File: src/hgc_pkg.sv
package hgc_pkg;

  // Register indices on the 4-bit local address
  localparam logic [3:0] OFS_SLOT_POSITION = 4'h0;
  localparam logic [3:0] OFS_FILTER_EN     = 4'h1;
  localparam logic [3:0] OFS_SAPI_X        = 4'h2;
  localparam logic [3:0] OFS_SAPI_Y        = 4'h3;
  localparam logic [3:0] OFS_TEI_Z         = 4'h4;
  localparam logic [3:0] OFS_TEI_T         = 4'h5;
  localparam logic [3:0] OFS_MODE_CONFIG   = 4'h6;
  localparam logic [3:0] OFS_MISC_CONFIG   = 4'h7;
  localparam logic [3:0] OFS_PERIPH_MON_RX = 4'h8;
  localparam logic [3:0] OFS_RX_BYTE_COUNT = 4'h9;

  // Reset values
  localparam logic [7:0] RST_CFG    = 8'h00;
  localparam logic [7:0] RST_MON_RX = 8'hFF;

  // mode_config fields
  localparam int MODE_THREE_SLOT = 7;
  localparam int MODE_ROLE_HALF  = 6;
  localparam int MODE_RATE_SEL   = 5;
  localparam int MODE_CONT_SUB   = 4;
  localparam int MODE_PERIPH_EN  = 3;
  localparam int MODE_WAKE_PD    = 2;
  localparam int MODE_IF_SEL     = 1;
  localparam int MODE_MUX_EN     = 0;

  // misc_config fields
  localparam int MISC_LOOPBACK  = 7;
  localparam int MISC_ADDR_CHK  = 6;
  localparam int MISC_ADDR_HI   = 5;
  localparam int MISC_ADDR_LO   = 2;
  localparam int MISC_DBL_CLOCK = 1;
  localparam int MISC_TRISTATE  = 0;

  // addr_filter_enables fields
  localparam int FLT_SAPI_0   = 0;
  localparam int FLT_SAPI_63  = 1;
  localparam int FLT_SAPI_X   = 2;
  localparam int FLT_SAPI_Y   = 3;
  localparam int FLT_TEI_127  = 4;
  localparam int FLT_TEI_Z    = 5;
  localparam int FLT_TEI_T    = 6;
  localparam int FLT_ACTIVE   = 7;

  localparam logic [5:0] SAPI_FIXED_LOW  = 6'h00;
  localparam logic [5:0] SAPI_FIXED_HIGH = 6'h3F;
  localparam logic [6:0] TEI_FIXED_GROUP = 7'h7F;

  // Command/indicate codes
  localparam logic [3:0] IDLE_CODE         = 4'hF;
  localparam logic [3:0] WAKE_REQUEST_CODE = 4'h0;

  // Receive frame byte counter layout
  localparam int         RX_FRAME_BYTE_COUNT_LOW_BITS = 5;
  localparam logic [4:0] RX_FRAME_BYTE_COUNT_LOW_MAX  = 5'h1F;
  localparam logic [2:0] RX_FRAME_BYTE_COUNT_BLK_MAX  = 3'h7;

  typedef struct packed {
    logic [3:0] addr;
    logic [7:0] wdata;
    logic       wr;
    logic       rd;
  } hgc_bus_req_t;

  typedef struct packed {
    logic [7:0] slot;
    logic [7:0] filt;
    logic [7:0] sapi_x;
    logic [7:0] sapi_y;
    logic [7:0] tei_z;
    logic [7:0] tei_t;
    logic [7:0] mode;
    logic [7:0] misc;
    logic [7:0] mon_rx;
    logic [7:0] rx_frame_byte_count;
    logic [7:0] rdata;
    logic [2:0] din_sync;
    logic       din;
    logic       mon_first;
    logic       mon_reject;
    logic       mon_new;
    logic       match;
    logic       dout_o;
    logic       dout_oe_b;
    logic       rx_data;
    logic [3:0] slot_chan;
    logic       slot_b2;
    logic       slot_d_chan;
    logic [7:0] slot_index;
  } hgc_state_t;

endpackage : hgc_pkg

File: src/hgc_config_regs.sv
`timescale 1ns/1ps

// Overview of operation
// - Frame byte counter: low five bits bytes mod 32, top three bits blocks.
// - From 224 bytes the block field stays at 111, low field keeps counting.
// - Peripheral monitor receive register returns second-channel byte, resets to FF.
// - GCI: 64k uses bit 2 for B1/B2, bits 4-7 channel; 16k bits 4-7.
// - Multiplexed: bits 2-7 pick of 64 slots at 64k, bits 0-7 of 256.
// - Filter enable bits 0-6 each enable one SAPI or TEI value.
// - Filter bit 7 activates address filtering; all filter bits reset to zero.
// - SAPI x and y sit in upper six bits, two low bits zero.
// - TEI z and t sit in upper seven bits, lowest bit zero.
// - Three-slot bit makes each frame three GCI channels.
// - In GCI three-slot 16k mode the shared bit selects slave or master.
// - Subchannel enable uses 8/56k subchannel; shared bit picks which part.
// - Rate select: one means 64 kbit/s, zero means 16 kbit/s.
// - In GCI three-slot 16k mode contention bit enables D and C/I access.
// - Peripheral interface enable works only in three-slot mode.
// - Idle received, wake transmitted, pull-down enabled, loopback off: drive DOUT low.
// - Interface select: one GCI, zero multiplexed; separate mux enable bit.
// - Loopback routes transmitter to receiver and leaves DOUT undriven.
// - With address check, accept message only if first byte equals address.
// - Contention access address is the low three component address bits.
// - Double clock bit: clock twice data rate when one, equal when zero.
// - Output mode bit: tristate output when one, open drain when zero.
module hgc_config_regs
  import hgc_pkg::*;
(
  input  wire logic         CLK_SYS,
  input  wire logic         RST_B,
  input  wire hgc_bus_req_t BUS_REQ,
  output logic [7:0]        RDATA,
  input  wire logic         RX_FRAME_CLR,
  input  wire logic         RX_BYTE_STB,
  input  wire logic         RX_ADDR_STB,
  input  wire logic [5:0]   RX_SAPI,
  input  wire logic [6:0]   RX_TEI,
  output logic              ADDR_MATCH,
  input  wire logic         MON2_BYTE_STB,
  input  wire logic [7:0]   MON2_BYTE,
  input  wire logic         MON2_EOM,
  output logic              MON2_RX_NEW,
  input  wire logic [3:0]   CI_RX1,
  input  wire logic [3:0]   CI_TX1,
  input  wire logic         TX_DATA,
  input  wire logic         TX_ACTIVE,
  input  wire logic         DOUT_I,
  output logic              DOUT_O,
  output logic              DOUT_OE_B,
  output logic              RX_DATA,
  output logic [3:0]        SLOT_CHAN,
  output logic              SLOT_B2,
  output logic              SLOT_D_CHAN,
  output logic [7:0]        SLOT_INDEX,
  output logic [7:0]        MODE_STATUS,
  output logic [2:0]        CONTENTION_ADDR
);

  hgc_state_t st;
  hgc_state_t next_st;

  // GCI, three-slot, 16 kbit/s with mux active
  function automatic logic f_gci16_three_slot(input logic [7:0] m);
    f_gci16_three_slot = m[MODE_THREE_SLOT] & ~m[MODE_RATE_SEL]
                         & m[MODE_IF_SEL] & m[MODE_MUX_EN];
  endfunction : f_gci16_three_slot

  function automatic logic f_periph_active(input logic [7:0] m);
    f_periph_active = m[MODE_THREE_SLOT] & m[MODE_PERIPH_EN];
  endfunction : f_periph_active

  function automatic logic f_wake_drive(input logic [7:0] m, input logic [3:0] cir,
                                        input logic [3:0] cix);
    f_wake_drive = m[MODE_WAKE_PD] & (cir == IDLE_CODE) & (cix == WAKE_REQUEST_CODE);
  endfunction : f_wake_drive

  logic [3:0] comp_addr;
  logic       sapi_hit;
  logic       tei_hit;
  logic       wake;
  logic       mon_take;
  logic [7:0] rx_frame_byte_count_base;

  assign comp_addr = st.misc[MISC_ADDR_HI:MISC_ADDR_LO];

  always_comb
  begin
    next_st = st;
    next_st.mon_new = 1'b0;
    next_st.rdata = 8'h00;

    // Register writes
    if (BUS_REQ.wr)
    begin
      case (BUS_REQ.addr)
        OFS_SLOT_POSITION: next_st.slot = BUS_REQ.wdata;
        OFS_FILTER_EN:     next_st.filt = BUS_REQ.wdata;
        OFS_SAPI_X:        next_st.sapi_x = {BUS_REQ.wdata[7:2], 2'b00};
        OFS_SAPI_Y:        next_st.sapi_y = {BUS_REQ.wdata[7:2], 2'b00};
        OFS_TEI_Z:         next_st.tei_z = {BUS_REQ.wdata[7:1], 1'b0};
        OFS_TEI_T:         next_st.tei_t = {BUS_REQ.wdata[7:1], 1'b0};
        OFS_MODE_CONFIG:   next_st.mode = BUS_REQ.wdata;
        OFS_MISC_CONFIG:   next_st.misc = BUS_REQ.wdata;
        default:           next_st.slot = st.slot;
      endcase
    end

    // Register reads, data in the following cycle
    if (BUS_REQ.rd)
    begin
      case (BUS_REQ.addr)
        OFS_SLOT_POSITION: next_st.rdata = st.slot;
        OFS_FILTER_EN:     next_st.rdata = st.filt;
        OFS_SAPI_X:        next_st.rdata = st.sapi_x;
        OFS_SAPI_Y:        next_st.rdata = st.sapi_y;
        OFS_TEI_Z:         next_st.rdata = st.tei_z;
        OFS_TEI_T:         next_st.rdata = st.tei_t;
        OFS_MODE_CONFIG:   next_st.rdata = st.mode;
        OFS_MISC_CONFIG:   next_st.rdata = st.misc;
        OFS_PERIPH_MON_RX: next_st.rdata = st.mon_rx;
        OFS_RX_BYTE_COUNT: next_st.rdata = st.rx_frame_byte_count;
        default:           next_st.rdata = 8'h00;
      endcase
    end

    // Receive frame byte counter; a byte in the clear cycle counts as the first
    rx_frame_byte_count_base = RX_FRAME_CLR ? 8'h00 : st.rx_frame_byte_count;
    next_st.rx_frame_byte_count = rx_frame_byte_count_base;
    if (RX_BYTE_STB)
    begin
      next_st.rx_frame_byte_count[RX_FRAME_BYTE_COUNT_LOW_BITS-1:0] = rx_frame_byte_count_base[RX_FRAME_BYTE_COUNT_LOW_BITS-1:0] + 5'h01;
      if (rx_frame_byte_count_base[RX_FRAME_BYTE_COUNT_LOW_BITS-1:0] == RX_FRAME_BYTE_COUNT_LOW_MAX
          && rx_frame_byte_count_base[7:RX_FRAME_BYTE_COUNT_LOW_BITS] != RX_FRAME_BYTE_COUNT_BLK_MAX)
        next_st.rx_frame_byte_count[7:RX_FRAME_BYTE_COUNT_LOW_BITS] = rx_frame_byte_count_base[7:RX_FRAME_BYTE_COUNT_LOW_BITS] + 3'h1;
    end

    // Address filter over received SAPI and TEI
    sapi_hit = (st.filt[FLT_SAPI_0] && RX_SAPI == SAPI_FIXED_LOW)
             | (st.filt[FLT_SAPI_63] && RX_SAPI == SAPI_FIXED_HIGH)
             | (st.filt[FLT_SAPI_X] && RX_SAPI == st.sapi_x[7:2])
             | (st.filt[FLT_SAPI_Y] && RX_SAPI == st.sapi_y[7:2]);
    tei_hit  = (st.filt[FLT_TEI_127] && RX_TEI == TEI_FIXED_GROUP)
             | (st.filt[FLT_TEI_Z] && RX_TEI == st.tei_z[7:1])
             | (st.filt[FLT_TEI_T] && RX_TEI == st.tei_t[7:1]);
    if (RX_ADDR_STB)
      next_st.match = ~st.filt[FLT_ACTIVE] | sapi_hit | tei_hit;

    // Peripheral monitor channel reception
    mon_take = 1'b0;
    if (MON2_BYTE_STB && f_periph_active(st.mode))
    begin
      next_st.mon_first = 1'b0;
      if (st.mon_first)
      begin
        next_st.mon_reject = st.misc[MISC_ADDR_CHK]
                             && (MON2_BYTE != {4'h0, comp_addr});
        mon_take = ~next_st.mon_reject;
      end
      else
        mon_take = ~st.mon_reject;
    end
    if (mon_take)
    begin
      next_st.mon_rx = MON2_BYTE;
      next_st.mon_new = 1'b1;
    end
    if (MON2_EOM)
    begin
      next_st.mon_first = 1'b1;
      next_st.mon_reject = 1'b0;
    end

    // Slot position decode
    next_st.slot_d_chan = st.mode[MODE_IF_SEL] & ~st.mode[MODE_RATE_SEL];
    if (st.mode[MODE_IF_SEL])
    begin
      next_st.slot_chan = st.slot[7:4];
      next_st.slot_b2 = st.mode[MODE_RATE_SEL] & st.slot[2];
      next_st.slot_index = 8'h00;
    end
    else
    begin
      next_st.slot_chan = 4'h0;
      next_st.slot_b2 = 1'b0;
      next_st.slot_index = st.mode[MODE_RATE_SEL] ? {2'b00, st.slot[7:2]} : st.slot;
    end

    // Serial pin: input qualifier, loopback and output drive
    next_st.din_sync = {st.din_sync[1:0], DOUT_I};
    if (st.din_sync[1] == st.din_sync[2])
      next_st.din = st.din_sync[2];
    wake = f_wake_drive(st.mode, CI_RX1, CI_TX1);
    next_st.rx_data = st.misc[MISC_LOOPBACK] ? TX_DATA : st.din;
    next_st.dout_o = 1'b0;
    if (st.misc[MISC_LOOPBACK])
      next_st.dout_oe_b = 1'b1;
    else if (wake)
      next_st.dout_oe_b = 1'b0;
    else if (!TX_ACTIVE)
      next_st.dout_oe_b = 1'b1;
    else if (st.misc[MISC_TRISTATE])
    begin
      next_st.dout_o = TX_DATA;
      next_st.dout_oe_b = 1'b0;
    end
    else
      next_st.dout_oe_b = TX_DATA;
  end

  always_ff @(posedge CLK_SYS)
  begin
    if (!RST_B)
    begin
      st <= '0;
      st.mon_rx <= RST_MON_RX;
      st.slot <= RST_CFG;
      st.filt <= RST_CFG;
      st.mode <= RST_CFG;
      st.misc <= RST_CFG;
      st.mon_first <= 1'b1;
      st.match <= 1'b1;
      st.dout_oe_b <= 1'b1;
    end
    else
      st <= next_st;
  end

  assign RDATA = st.rdata;
  assign ADDR_MATCH = st.match;
  assign MON2_RX_NEW = st.mon_new;
  assign DOUT_O = st.dout_o;
  assign DOUT_OE_B = st.dout_oe_b;
  assign RX_DATA = st.rx_data;
  assign SLOT_CHAN = st.slot_chan;
  assign SLOT_B2 = st.slot_b2;
  assign SLOT_D_CHAN = st.slot_d_chan;
  assign SLOT_INDEX = st.slot_index;
  // Decoded mode flags, each held in the registered mode and misc bits
  assign MODE_STATUS = {st.mode[MODE_THREE_SLOT],
                        st.mode[MODE_ROLE_HALF],
                        st.mode[MODE_RATE_SEL],
                        st.mode[MODE_CONT_SUB],
                        st.mode[MODE_PERIPH_EN],
                        st.mode[MODE_IF_SEL],
                        st.mode[MODE_MUX_EN],
                        st.misc[MISC_DBL_CLOCK]};
  assign CONTENTION_ADDR = st.misc[MISC_ADDR_LO+2:MISC_ADDR_LO];
endmodule : hgc_config_regs

File: config.mk
export PLATFORM = sky130hd
export DESIGN_NAME = hgc_config_regs
export DESIGN_NICKNAME = d
export VERILOG_FILES = /design/src/hgc_pkg.sv /design/src/hgc_config_regs.sv
export SDC_FILE = /design/constraint.sdc
export NUM_CORES = 1
export LEC_CHECK = 0
export BUFFER_PORTS_ARGS = -buffer_cell sky130_fd_sc_hd__buf_2
export CELL_PAD_IN_SITES_DETAIL_PLACEMENT = 1
export CELL_PAD_IN_SITES_GLOBAL_PLACEMENT = 1
export CORE_ASPECT_RATIO = 0.8
export CORE_UTILIZATION = 47
export CTS_BUF_LIST = sky130_fd_sc_hd__clkbuf_4
export DETAILED_ROUTE_END_ITERATION = 10
export GPL_TIMING_DRIVEN = 0
export PLACE_DENSITY_LB_ADDON = 0.1
export SYNTH_ARGS = -nofsm -noshare
export SYNTH_HDL_FRONTEND = slang
export SYNTH_SLANG_ARGS = --single-unit
File: constraint.sdc
create_clock -name CLK_SYS -period 2.8 [get_ports CLK_SYS]
set_input_delay 0.28 -clock CLK_SYS [delete_from_list [all_inputs] [get_ports CLK_SYS]]
set_output_delay 0.28 -clock CLK_SYS [all_outputs]
set_load 0.03 [all_outputs]
## Yosys cells after proc, flatten, opt, wreduce, memory -nomap -nowiden

Cells that the tools add are included.

- Memory bits (read-only): 0
- Latch bits: 0
- Input bits: 53
- Memories: 0
- Register bits: 107
- Word-level logic and storage cells: 107
- Bits in writable memories: 0
- Output and inout bits: 38

- Reduce and logical (&&, ||, !) cells: 29
- Order comparisons: 0
- $add $sub $neg: 2
- Multiply operators: 0
- Bitwise gates (word level): 19
- Equality and inequality tests: 20
- Div/mod/pow operators: 0
- Muxes and demuxes: 12
- Shift operators: 0

Operators with widths:

| cell | number |
|---|---|
| 8-bit one-hot mux with 10 select lines | 1 |
| 2-bit AND reduction | 11 |
| 4-bit by 3-bit equality test with 1-bit output, second input constant | 4 |
| 8-bit two-way mux | 2 |
| 7-bit equality test | 2 |
| 4-bit equality test, second input constant | 3 |
| 6-bit equality test | 2 |
| 1-bit logical AND | 10 |
| 4-bit by 2-bit equality test with 1-bit output, second input constant | 2 |
| 4-bit zero test | 2 |
| 8-bit by 4-bit inequality test with 1-bit output | 1 |
| 7-bit equality test, second input constant | 1 |
| 1-bit two-way mux | 7 |
| 1-bit NOT | 7 |
| 1-bit bitwise OR | 7 |
| 6-bit equality test, second input constant | 1 |
| 6-bit zero test | 1 |
| 6-bit two-way mux | 1 |
| 2-bit OR reduction | 3 |
| 5-bit by 1-bit adder with 5-bit output, second input constant | 1 |
| 1-bit AND | 5 |
| 5-bit equality test, second input constant | 1 |
| 5-bit OR reduction | 1 |
| 4-bit by 1-bit equality test with 1-bit output, second input constant | 1 |
| 5 further kinds | 5 |

## Longest topological paths before layout

Gate-level depths: netlist of run 1.

- Depth after elaboration: 7
- Gate-level depth with buffers: 7
- Depth with buffers taken out: 7

## Least setup slack after synthesis of run 1

Ideal clock, no wire load.

- Kind: input port to flip-flop
- From: input port MON2_BYTE[7]
- To: register st[41] (netlist name)
- Cell stages on the path: 6
- Arrival: 1548 ps
- Data required time: 2727 ps
- Buffers on the path: 1
- Library setup time: 73 ps
- Setup slack: 1179 ps
- Path through: or4_4 > nor2_2 > a21oi_2 > or2_1 > buf_6 > o211ai_2

- Word-level cells in the longest chain between the ends: 5

RTL lines:

| item | RTL line | source |
|---|---|---|
| from (decl) | hgc_config_regs.sv:40 | `input wire logic [7:0] MON2_BYTE,` |
| 8-bit by 4-bit inequality test with 1-bit output | hgc_config_regs.sv:156 | `&& (MON2_BYTE != {4'h0, comp_addr});` |
| 1-bit logical AND | hgc_config_regs.sv:156 |  |
| 1-bit NOT | hgc_config_regs.sv:157 | `mon_take = ~next_st.mon_reject;` |
| 1-bit two-way mux | hgc_config_regs.sv:153 | `if (st.mon_first)` |
| 1-bit two-way mux | hgc_config_regs.sv:150 | `if (MON2_BYTE_STB && f_periph_active(st.mode))` |
| to (signal assigned) | hgc_config_regs.sv:225 | `st <= next_st;` |
| to (decl) | hgc_config_regs.sv:59 | `hgc_state_t st;` |

No other way between the ends.
A chain may end at the register's enable or synchronous reset.

## Final worst setup path of run 1

- From: input port BUS_REQ[12] (netlist name)
- To: register st, in the netlist RDATA[6]

- Word-level cells in the longest chain between the ends: 2
- Elaborated cells between the ends (all ways): 11
- Classes of those cells: eq/ne: 9; mux: 1; reduce/logical: 1

RTL lines:

| item | RTL line | source |
|---|---|---|
| from (decl) | hgc_config_regs.sv:31 | `input wire hgc_bus_req_t BUS_REQ,` |
| 4-bit equality test, or another cell as far along | hgc_config_regs.sv:111 | `case (BUS_REQ.addr)` |
| 8-bit one-hot mux with 10 select lines (*) | hgc_config_regs.sv:111 |  |

Mark *: on every way between the ends. The rest lies on a longest branch, timed or not.

==> qor.csv, run 1 <==
stage;metric;value;unit
outcome;status;complete, no violations;
worst_setup_path;critical-path maximum fanout;10;
sta;Tcrit/Tclk final;66.22;%
layout;layout cell share with drive strength beyond 1;22.51;%
detailed_routing;vias per cell;5.676;
placement;DP HPWL;13540;microns
floorplan;core footprint;10490;sq um
grt;total grt overflow;0;
logic_synthesis;Post-synth EDFFs;0;
logic_synthesis;ys async rst share;0;%
sta;Slew @ Worst Pin;0.7699;ns
power_and_ir_drop;leakage power;2.632;nW
placement;Placer Congestion;0.9050;
detailed_routing;routed via count;4677;
sta;Setup TNS;0;ns
floorplan;Cell Rows;33;
logic_synthesis;ys flop type;dfxtp_1;
job;max cap viols;0;
worst_setup_path;WP data arrival;2.20;ns
worst_setup_path;CP peak stage delay;0.46;ns
worst_setup_path;CP required;3.15;ns
clock_network;root buffer cell;clkbuf_4;
layout;diodes inserted;0;
logic_synthesis;Post-Syn Nets;642;
logic_synthesis;share of Yosys cell area claimed by the top area cell type;41.16;%
grt;Total Routing Usage GR;31.82;%
worst_setup_path;critical path's top delay family;buffers and inverters;
worst_setup_path;Slowest cell on crit path;clkbuf_1;
grt;vias in the first global route;4598;
detailed_routing;antenna-violating nets left;0;
detailed_routing;1st-iter DRT viols;377;
logic_synthesis;synth warn;0;
worst_setup_path;CP Cell Sequence;buf_2 -> clkbuf_1 -> buf_2 -> nor2_1 -> a21oi_1 -> nor3b_1 -> a211oi_1 -> a21oi_1;
grt;largest net degree at the start of global routing;20;
logic_synthesis;top post-synthesis cells by count;dfxtp_1, nor2_1, mux2i_1;
power_and_ir_drop;worst vdd ir;0.4275;mV
min_path;path category of the worst min-delay check;primary input to flop;
layout;nets;736;
worst_setup_path;Setup crit start kind;primary input;
sta;Fmax achieved;539.3;MHz
floorplan;Die Span Y;96.12;microns
logic_synthesis;Unique masters post-synth;49;
placement;port bufs;81;
detailed_routing;DR WL/cell;21.53;microns
clock_network;clk_lat worst skew;0.48;ns
sta;count of final setup violators;0;
floorplan;I/O pin count;91;
worst_setup_path;WP buf/inv;3;
layout;fillcell total;1255;
sta;clk_skew;0.01937;ns
clock_network;TritonCTS clock tree;built;
grt;initial antenna violation count;0;
detailed_routing;Pre-Repair DR Iteration Count;5;
sta;Final Hold Fails;0;
grt;first-pass GRT wire length;26710;microns
layout;fin cells;824;
logic_synthesis;count leader, synth;dfxtp_1;
clock_network;htree depth;3;
detailed_routing;drt total wl;17740;microns
worst_setup_path;critical path class;primary input to flop;
logic_synthesis;register area share after synthesis;41.16;%
logic_synthesis;#FFs+latches synth;107;
sta;final worst path period need;1.854;ns
floorplan;chip width;119.6;microns
clock_network;Clock Pin Slew Worst Setup and Hold Paths;0.17;ns
floorplan;die area;11500;sq um
logic_synthesis;Post-Synthesis Cells;585;
sta;RSZ-0062 raised after global routing;false;
logic_synthesis;post-synth top area cell;dfxtp_1;
worst_setup_path;CP endpoint kind;flop;
logic_synthesis;mean post-synth cell area;8.895;sq um
clock_network;CTS max path bufs;2;
logic_synthesis;synthesized area;5204;sq um
clock_network;CTS Buf Count;9;
placement;DP Cell Count;806;
floorplan;initial core utilization;49.62;%
sta;Slew HR;48.67;%
sta;Final Slew Violations;0;
logic_synthesis;dominant cells by area after synthesis;dfxtp_1, mux2i_1, nor2_1;
power_and_ir_drop;PwrDens;468.4;nW/um^2
worst_setup_path;worst reg-to-reg setup slack;1.10;ns
layout;Area growth syn-to-layout;14.91;%
detailed_routing;drt drc;0;
clock_network;clk sinks;107;
[tightest hold or removal path, delay by kind of cell]
family	cells	cell delay, ns
buf+inv	1	0.11
simple gates	2	0.11
[report_power, final]
| part | internal (mW) | switching (mW) | leakage (nW) |
|---|---|---|---|
| logic | 0.101 | 0.195 | 1.68 |
| clock network | 0.379 | 0.568 | 0.0906 |
| registers | 1.54 | 0.0169 | 0.864 |
| total | 2.02 | 0.780 | 2.63 |
[cell usage in the layout (no fill, tap or decap), types with 5 or more instances in the layout]
cell type  instances
dfxtp_1          107
buf_2             87
nor2_1            75
mux2i_1           63
nand2_1           33
a21oi_1           31
buf_4             31
nand3_1           29
clkbuf_1          28
xnor2_1           21
nor2b_1           13
xor2_1            13
o21ai_1           11
inv_1             10
nand4_1           10
and3_1             9
nand2b_1           9
clkbuf_4           9
o211ai_2           8
nor3_1             8
nor4_1             8
a22oi_1            6
o21ai_0            5
[state kept, by name, summed over array words and instances (netlist names)]
register	count
ADDR_MATCH	1
CONTENTION_ADDR	3
DOUT_O	1
DOUT_OE_B	1
MODE_STATUS	8
MON2_RX_NEW	1
RDATA	8
RX_DATA	1
SLOT_B2	1
SLOT_CHAN	4
SLOT_D_CHAN	1
SLOT_INDEX	8
comp_addr	1
next_st	2
st	66
[final timing paths]
| kind | from | endpoint | cells after the start |
|---|---|---|---|
| hold / removal | TX_ACTIVE | DOUT_O$_SDFF_PP0_ | 3 |
| setup / recovery | BUS_REQ[12] | RDATA[6]$_SDFF_PN0_ | 8 |
| hold reg to reg | st[24]$_SDFF_PN0_ | st[21]$_SDFFE_PN0N_ | 2 |
| setup reg to reg | st[33]$_SDFF_PN0_ | st[39]$_SDFF_PN0_ | 7 |
[metal layers]
metal	part of all wire (%)	track usage [%]
met5	0	0
met4	1.4	8.125
met3	6.1	5.213
met2	46	51.45
met1	47	44.28
[stage by stage]
step	setup slack (ns)	utilization (%)	hold slack [ns]	total power, mW	area (sq um)
2_1_floorplan	1.179	-	0.3568	1.747	5204
3_3_place_gp	0.4975	55.15	0.4247	1.867	5784
3_5_place_dp	0.5320	55.15	0.4459	1.876	5784
4_1_cts	1.056	57.02	0.03777	2.810	5979
5_1_grt	0.8966	57.02	0.04981	2.885	5979
6_report	0.9459	57.02	0.04738	2.801	5979
[area by class of cell]
| cell class | instances | area (sq um) | share of cell area, % |
|---|---|---|---|
| Buffer | 69 | 390.4 | 6.529 |
| Clock buffer | 9 | 67.56 | 1.130 |
| Clock inverter | 7 | 107.6 | 1.800 |
| Inverter | 11 | 41.29 | 0.6905 |
| Multi-Input combinational cell | 398 | 2630 | 43.98 |
| Sequential cell | 107 | 2142 | 35.82 |
| Tap cell | 140 | 175.2 | 2.929 |
| Timing Repair Buffer | 83 | 425.4 | 7.114 |
[kinds of logic (layout without fill, tap and decap cells)]
| logic type | count (synthesis) | in the layout | synth area share, % |
|---|---|---|---|
| AO/OA/AOI/OAI | 77 | 77 | 9.762 |
| XOR/XNOR | 34 | 34 | 5.723 |
| adder cells (fa/ha/maj) | 4 | 4 | 0.9618 |
| buffers and inverters | 80 | 179 | 8.295 |
| flip-flops | 107 | 107 | 41.16 |
| multiplexers | 70 | 70 | 14.07 |
| AND/OR/NAND/NOR | 213 | 213 | 20.03 |
[repair_timing]
item                      4_1_cts  5_1_grt
hold buffers                    2        0
buffers inserted                0        0
hold endpoints to repair        3        0
resized for setup               0        0
(Power assumes the default switching activity.)
==> inputs of run 2 (changes only) <==
--- a/config.mk
+++ b/config.mk
@@ -9,7 +9,7 @@
 export CELL_PAD_IN_SITES_DETAIL_PLACEMENT = 1
 export CELL_PAD_IN_SITES_GLOBAL_PLACEMENT = 1
 export CORE_ASPECT_RATIO = 0.8
-export CORE_UTILIZATION = 47
+export CORE_UTILIZATION = 39
 export CTS_BUF_LIST = sky130_fd_sc_hd__clkbuf_4
 export DETAILED_ROUTE_END_ITERATION = 10
 export GPL_TIMING_DRIVEN = 0
==> constraint.sdc (replaced) <==
create_clock -name CLK_SYS -period 1.7 [get_ports CLK_SYS]
set_input_delay 0.17 -clock CLK_SYS [delete_from_list [all_inputs] [get_ports CLK_SYS]]
set_output_delay 0.17 -clock CLK_SYS [all_outputs]
set_load 0.03 [all_outputs]
==> qor.csv, run 2 (same netlist as run 1, synthesis figures left out) <==
stage;metric;value;unit;change
outcome;status;complete, no violations;;
sta;final worst path period need;1.678;ns;
worst_setup_path;Setup crit start kind;primary input;;
worst_setup_path;critical path class;primary input to flop;;
clock_network;Clock Pin Slew Worst Setup and Hold Paths;0.18;ns;about the same
floorplan;initial core utilization;40.29;%;-9.3 points
worst_setup_path;CP endpoint kind;flop;;
sta;clk_skew;0.01954;ns;+0.0001772 ns
sta;Tcrit/Tclk final;98.73;%;
layout;Largest Register;st;;
detailed_routing;Pre-Repair DR Iteration Count;5;;unchanged
worst_setup_path;critical-path maximum fanout;9;;-1
layout;fin cells;874;;+6.1%
grt;vias in the first global route;4814;;+4.7%
layout;highest-count cells in the layout ignoring fill and taps;dfxtp_1, buf_2, nor2_1;;
layout;fin util;48.23;%;-8.8 points
sta;Setup TNS;0;ns;unchanged
layout;Area growth syn-to-layout;19.72;%;
sta;Final Slew Violations;0;;unchanged
floorplan;Cell Rows;37;;+12%
floorplan;die area;13810;sq um;+20%
sta;WHS;0.03319;ns;-0.01418 ns
detailed_routing;antenna-violating nets left;0;;unchanged
placement;Placer Congestion;0.8981;;-0.76%
detailed_routing;routed via count;4751;;+1.6%
grt;total grt overflow;0;;unchanged
sta;count of final setup violators;0;;unchanged
layout;diodes inserted;0;;unchanged
power_and_ir_drop;PwrDens;736.8;nW/um^2;+57%
detailed_routing;vias per cell;5.436;;-4.2%
layout;fillcell total;1552;;+24%
detailed_routing;1st-iter DRT viols;278;;-26%
placement;DP HPWL;13280;microns;-1.9%
layout;layout cell share with drive strength beyond 1;23.89;%;+1.4 points
detailed_routing;DR WL/cell;20.58;microns;-4.4%
grt;Total Routing Usage GR;27.01;%;-4.8 points
layout;nets;751;;+2.0%
min_path;path category of the worst min-delay check;primary input to flop;;
placement;DP Cell Count;841;;+4.3%
clock_network;htree depth;3;;unchanged
floorplan;core footprint;12920;sq um;+23%
placement;port bufs;81;;unchanged
sta;Fmax achieved;595.8;MHz;
clock_network;clk sinks;107;;unchanged
layout;max reg flops;66;;unchanged
job;max cap viols;0;;unchanged
floorplan;I/O pin count;91;;unchanged
power_and_ir_drop;leakage power;2.707;nW;+2.8%
grt;first-pass GRT wire length;28160;microns;+5.4%
layout;commonest non-fill, non-tap cell in the layout;dfxtp_1;;
clock_network;TritonCTS clock tree;built;;
worst_setup_path;CP required;2.12;ns;-1.03 ns
placement;Post-DP Area;5828;sq um;+0.76%
layout;Design Area, Final;6230;sq um;+4.2%
sta;Final Hold Fails;0;;unchanged
clock_network;root buffer cell;clkbuf_4;;
sta;Slew @ Worst Pin;0.8552;ns;+0.08524 ns
clock_network;CTS Buf Count;9;;unchanged
grt;initial antenna violation count;0;;unchanged
power_and_ir_drop;worst vdd ir;0.3604;mV;-16%
worst_setup_path;WP data arrival;2.09;ns;-0.11 ns
clock_network;clk_lat worst skew;0.47;ns;about the same
floorplan;chip width;131.1;microns;+9.6%
sta;Slew HR;42.99;%;-5.7 points
clock_network;CTS max path bufs;2;;unchanged
floorplan;Die Span Y;105.3;microns;+9.6%
grt;largest net degree at the start of global routing;19;;-5.0%
detailed_routing;drt total wl;17990;microns;+1.4%
detailed_routing;drt drc;0;;unchanged
[run 2: worst paths after layout]
path | slack [ns] | to | depth (start not counted) | start
setup / recovery | 0.02 | st[42]$_SDFFE_PN1P_ | 8 | MON2_BYTE[6]
hold / removal | 0.03 | MODE_STATUS[0]$_SDFFE_PN0P_ | 3 | BUS_REQ[3]
setup reg to reg | 0.07 | RDATA[3]$_SDFF_PN0_ | 4 | st[92]$_SDFFE_PN0P_
hold reg to reg | 0.47 | next_st[24]$_SDFF_PN0_ | 1 | next_st[23]$_SDFF_PN0_
[run 2: worst max-delay path, cell delays in order]
cell	delay [ns]
dlygate4sd3_1	0.54
buf_2	0.13
or4_4	0.43
nor2_4	0.15
a21oi_4	0.11
or2_1	0.27
buf_6	0.16
o211ai_2	0.13
[run 2: report_power, final]
group	switching, mW	internal (mW)	total, mW
Sequential	0.0276	2.54	2.56
Clock	0.895	0.609	1.50
Combinational	0.329	0.192	0.521
Total	1.25	3.34	4.59
[run 2: what timing repair did]
action | in CTS | in global routing
endpoints found under the setup margin | 4 | 23
hold endpoints to repair | 17 | 0
buffers inserted | 0 | 2
gates resized for setup | 2 | 20
hold buffers | 16 | 0
[run 2: final cells by class]
type | count | area (sq um) | share of cell area (%)
Buffer | 68 | 389.1 | 6.246
Clock buffer | 9 | 67.56 | 1.085
Clock inverter | 7 | 96.34 | 1.546
Inverter | 11 | 41.29 | 0.6628
Multi-Input combinational cell | 398 | 2685 | 43.10
Sequential cell | 107 | 2148 | 34.48
Tap cell | 175 | 219.0 | 3.515
Timing Repair Buffer | 99 | 583.1 | 9.359
[run 2: routing by layer]
metal,vias to the layer above,routed length (microns),track usage (%)
met3,17,1033,5.195
met1,2368,8491,36.99
met4,0,261,6.807
met2,151,8201,43.50
met5,-,0,0
li1,2215,-,-
[run 2: metrics by stage]
stage / power [mW] / setup slack, ns
after global placement: 3.079 / -0.7148
after detailed placement: 3.092 / -0.6540
final: 4.590 / 0.02156
after CTS: 4.607 / 0.005387
after floorplan: 2.878 / 0.1889
after global routing: 4.756 / -0.02342
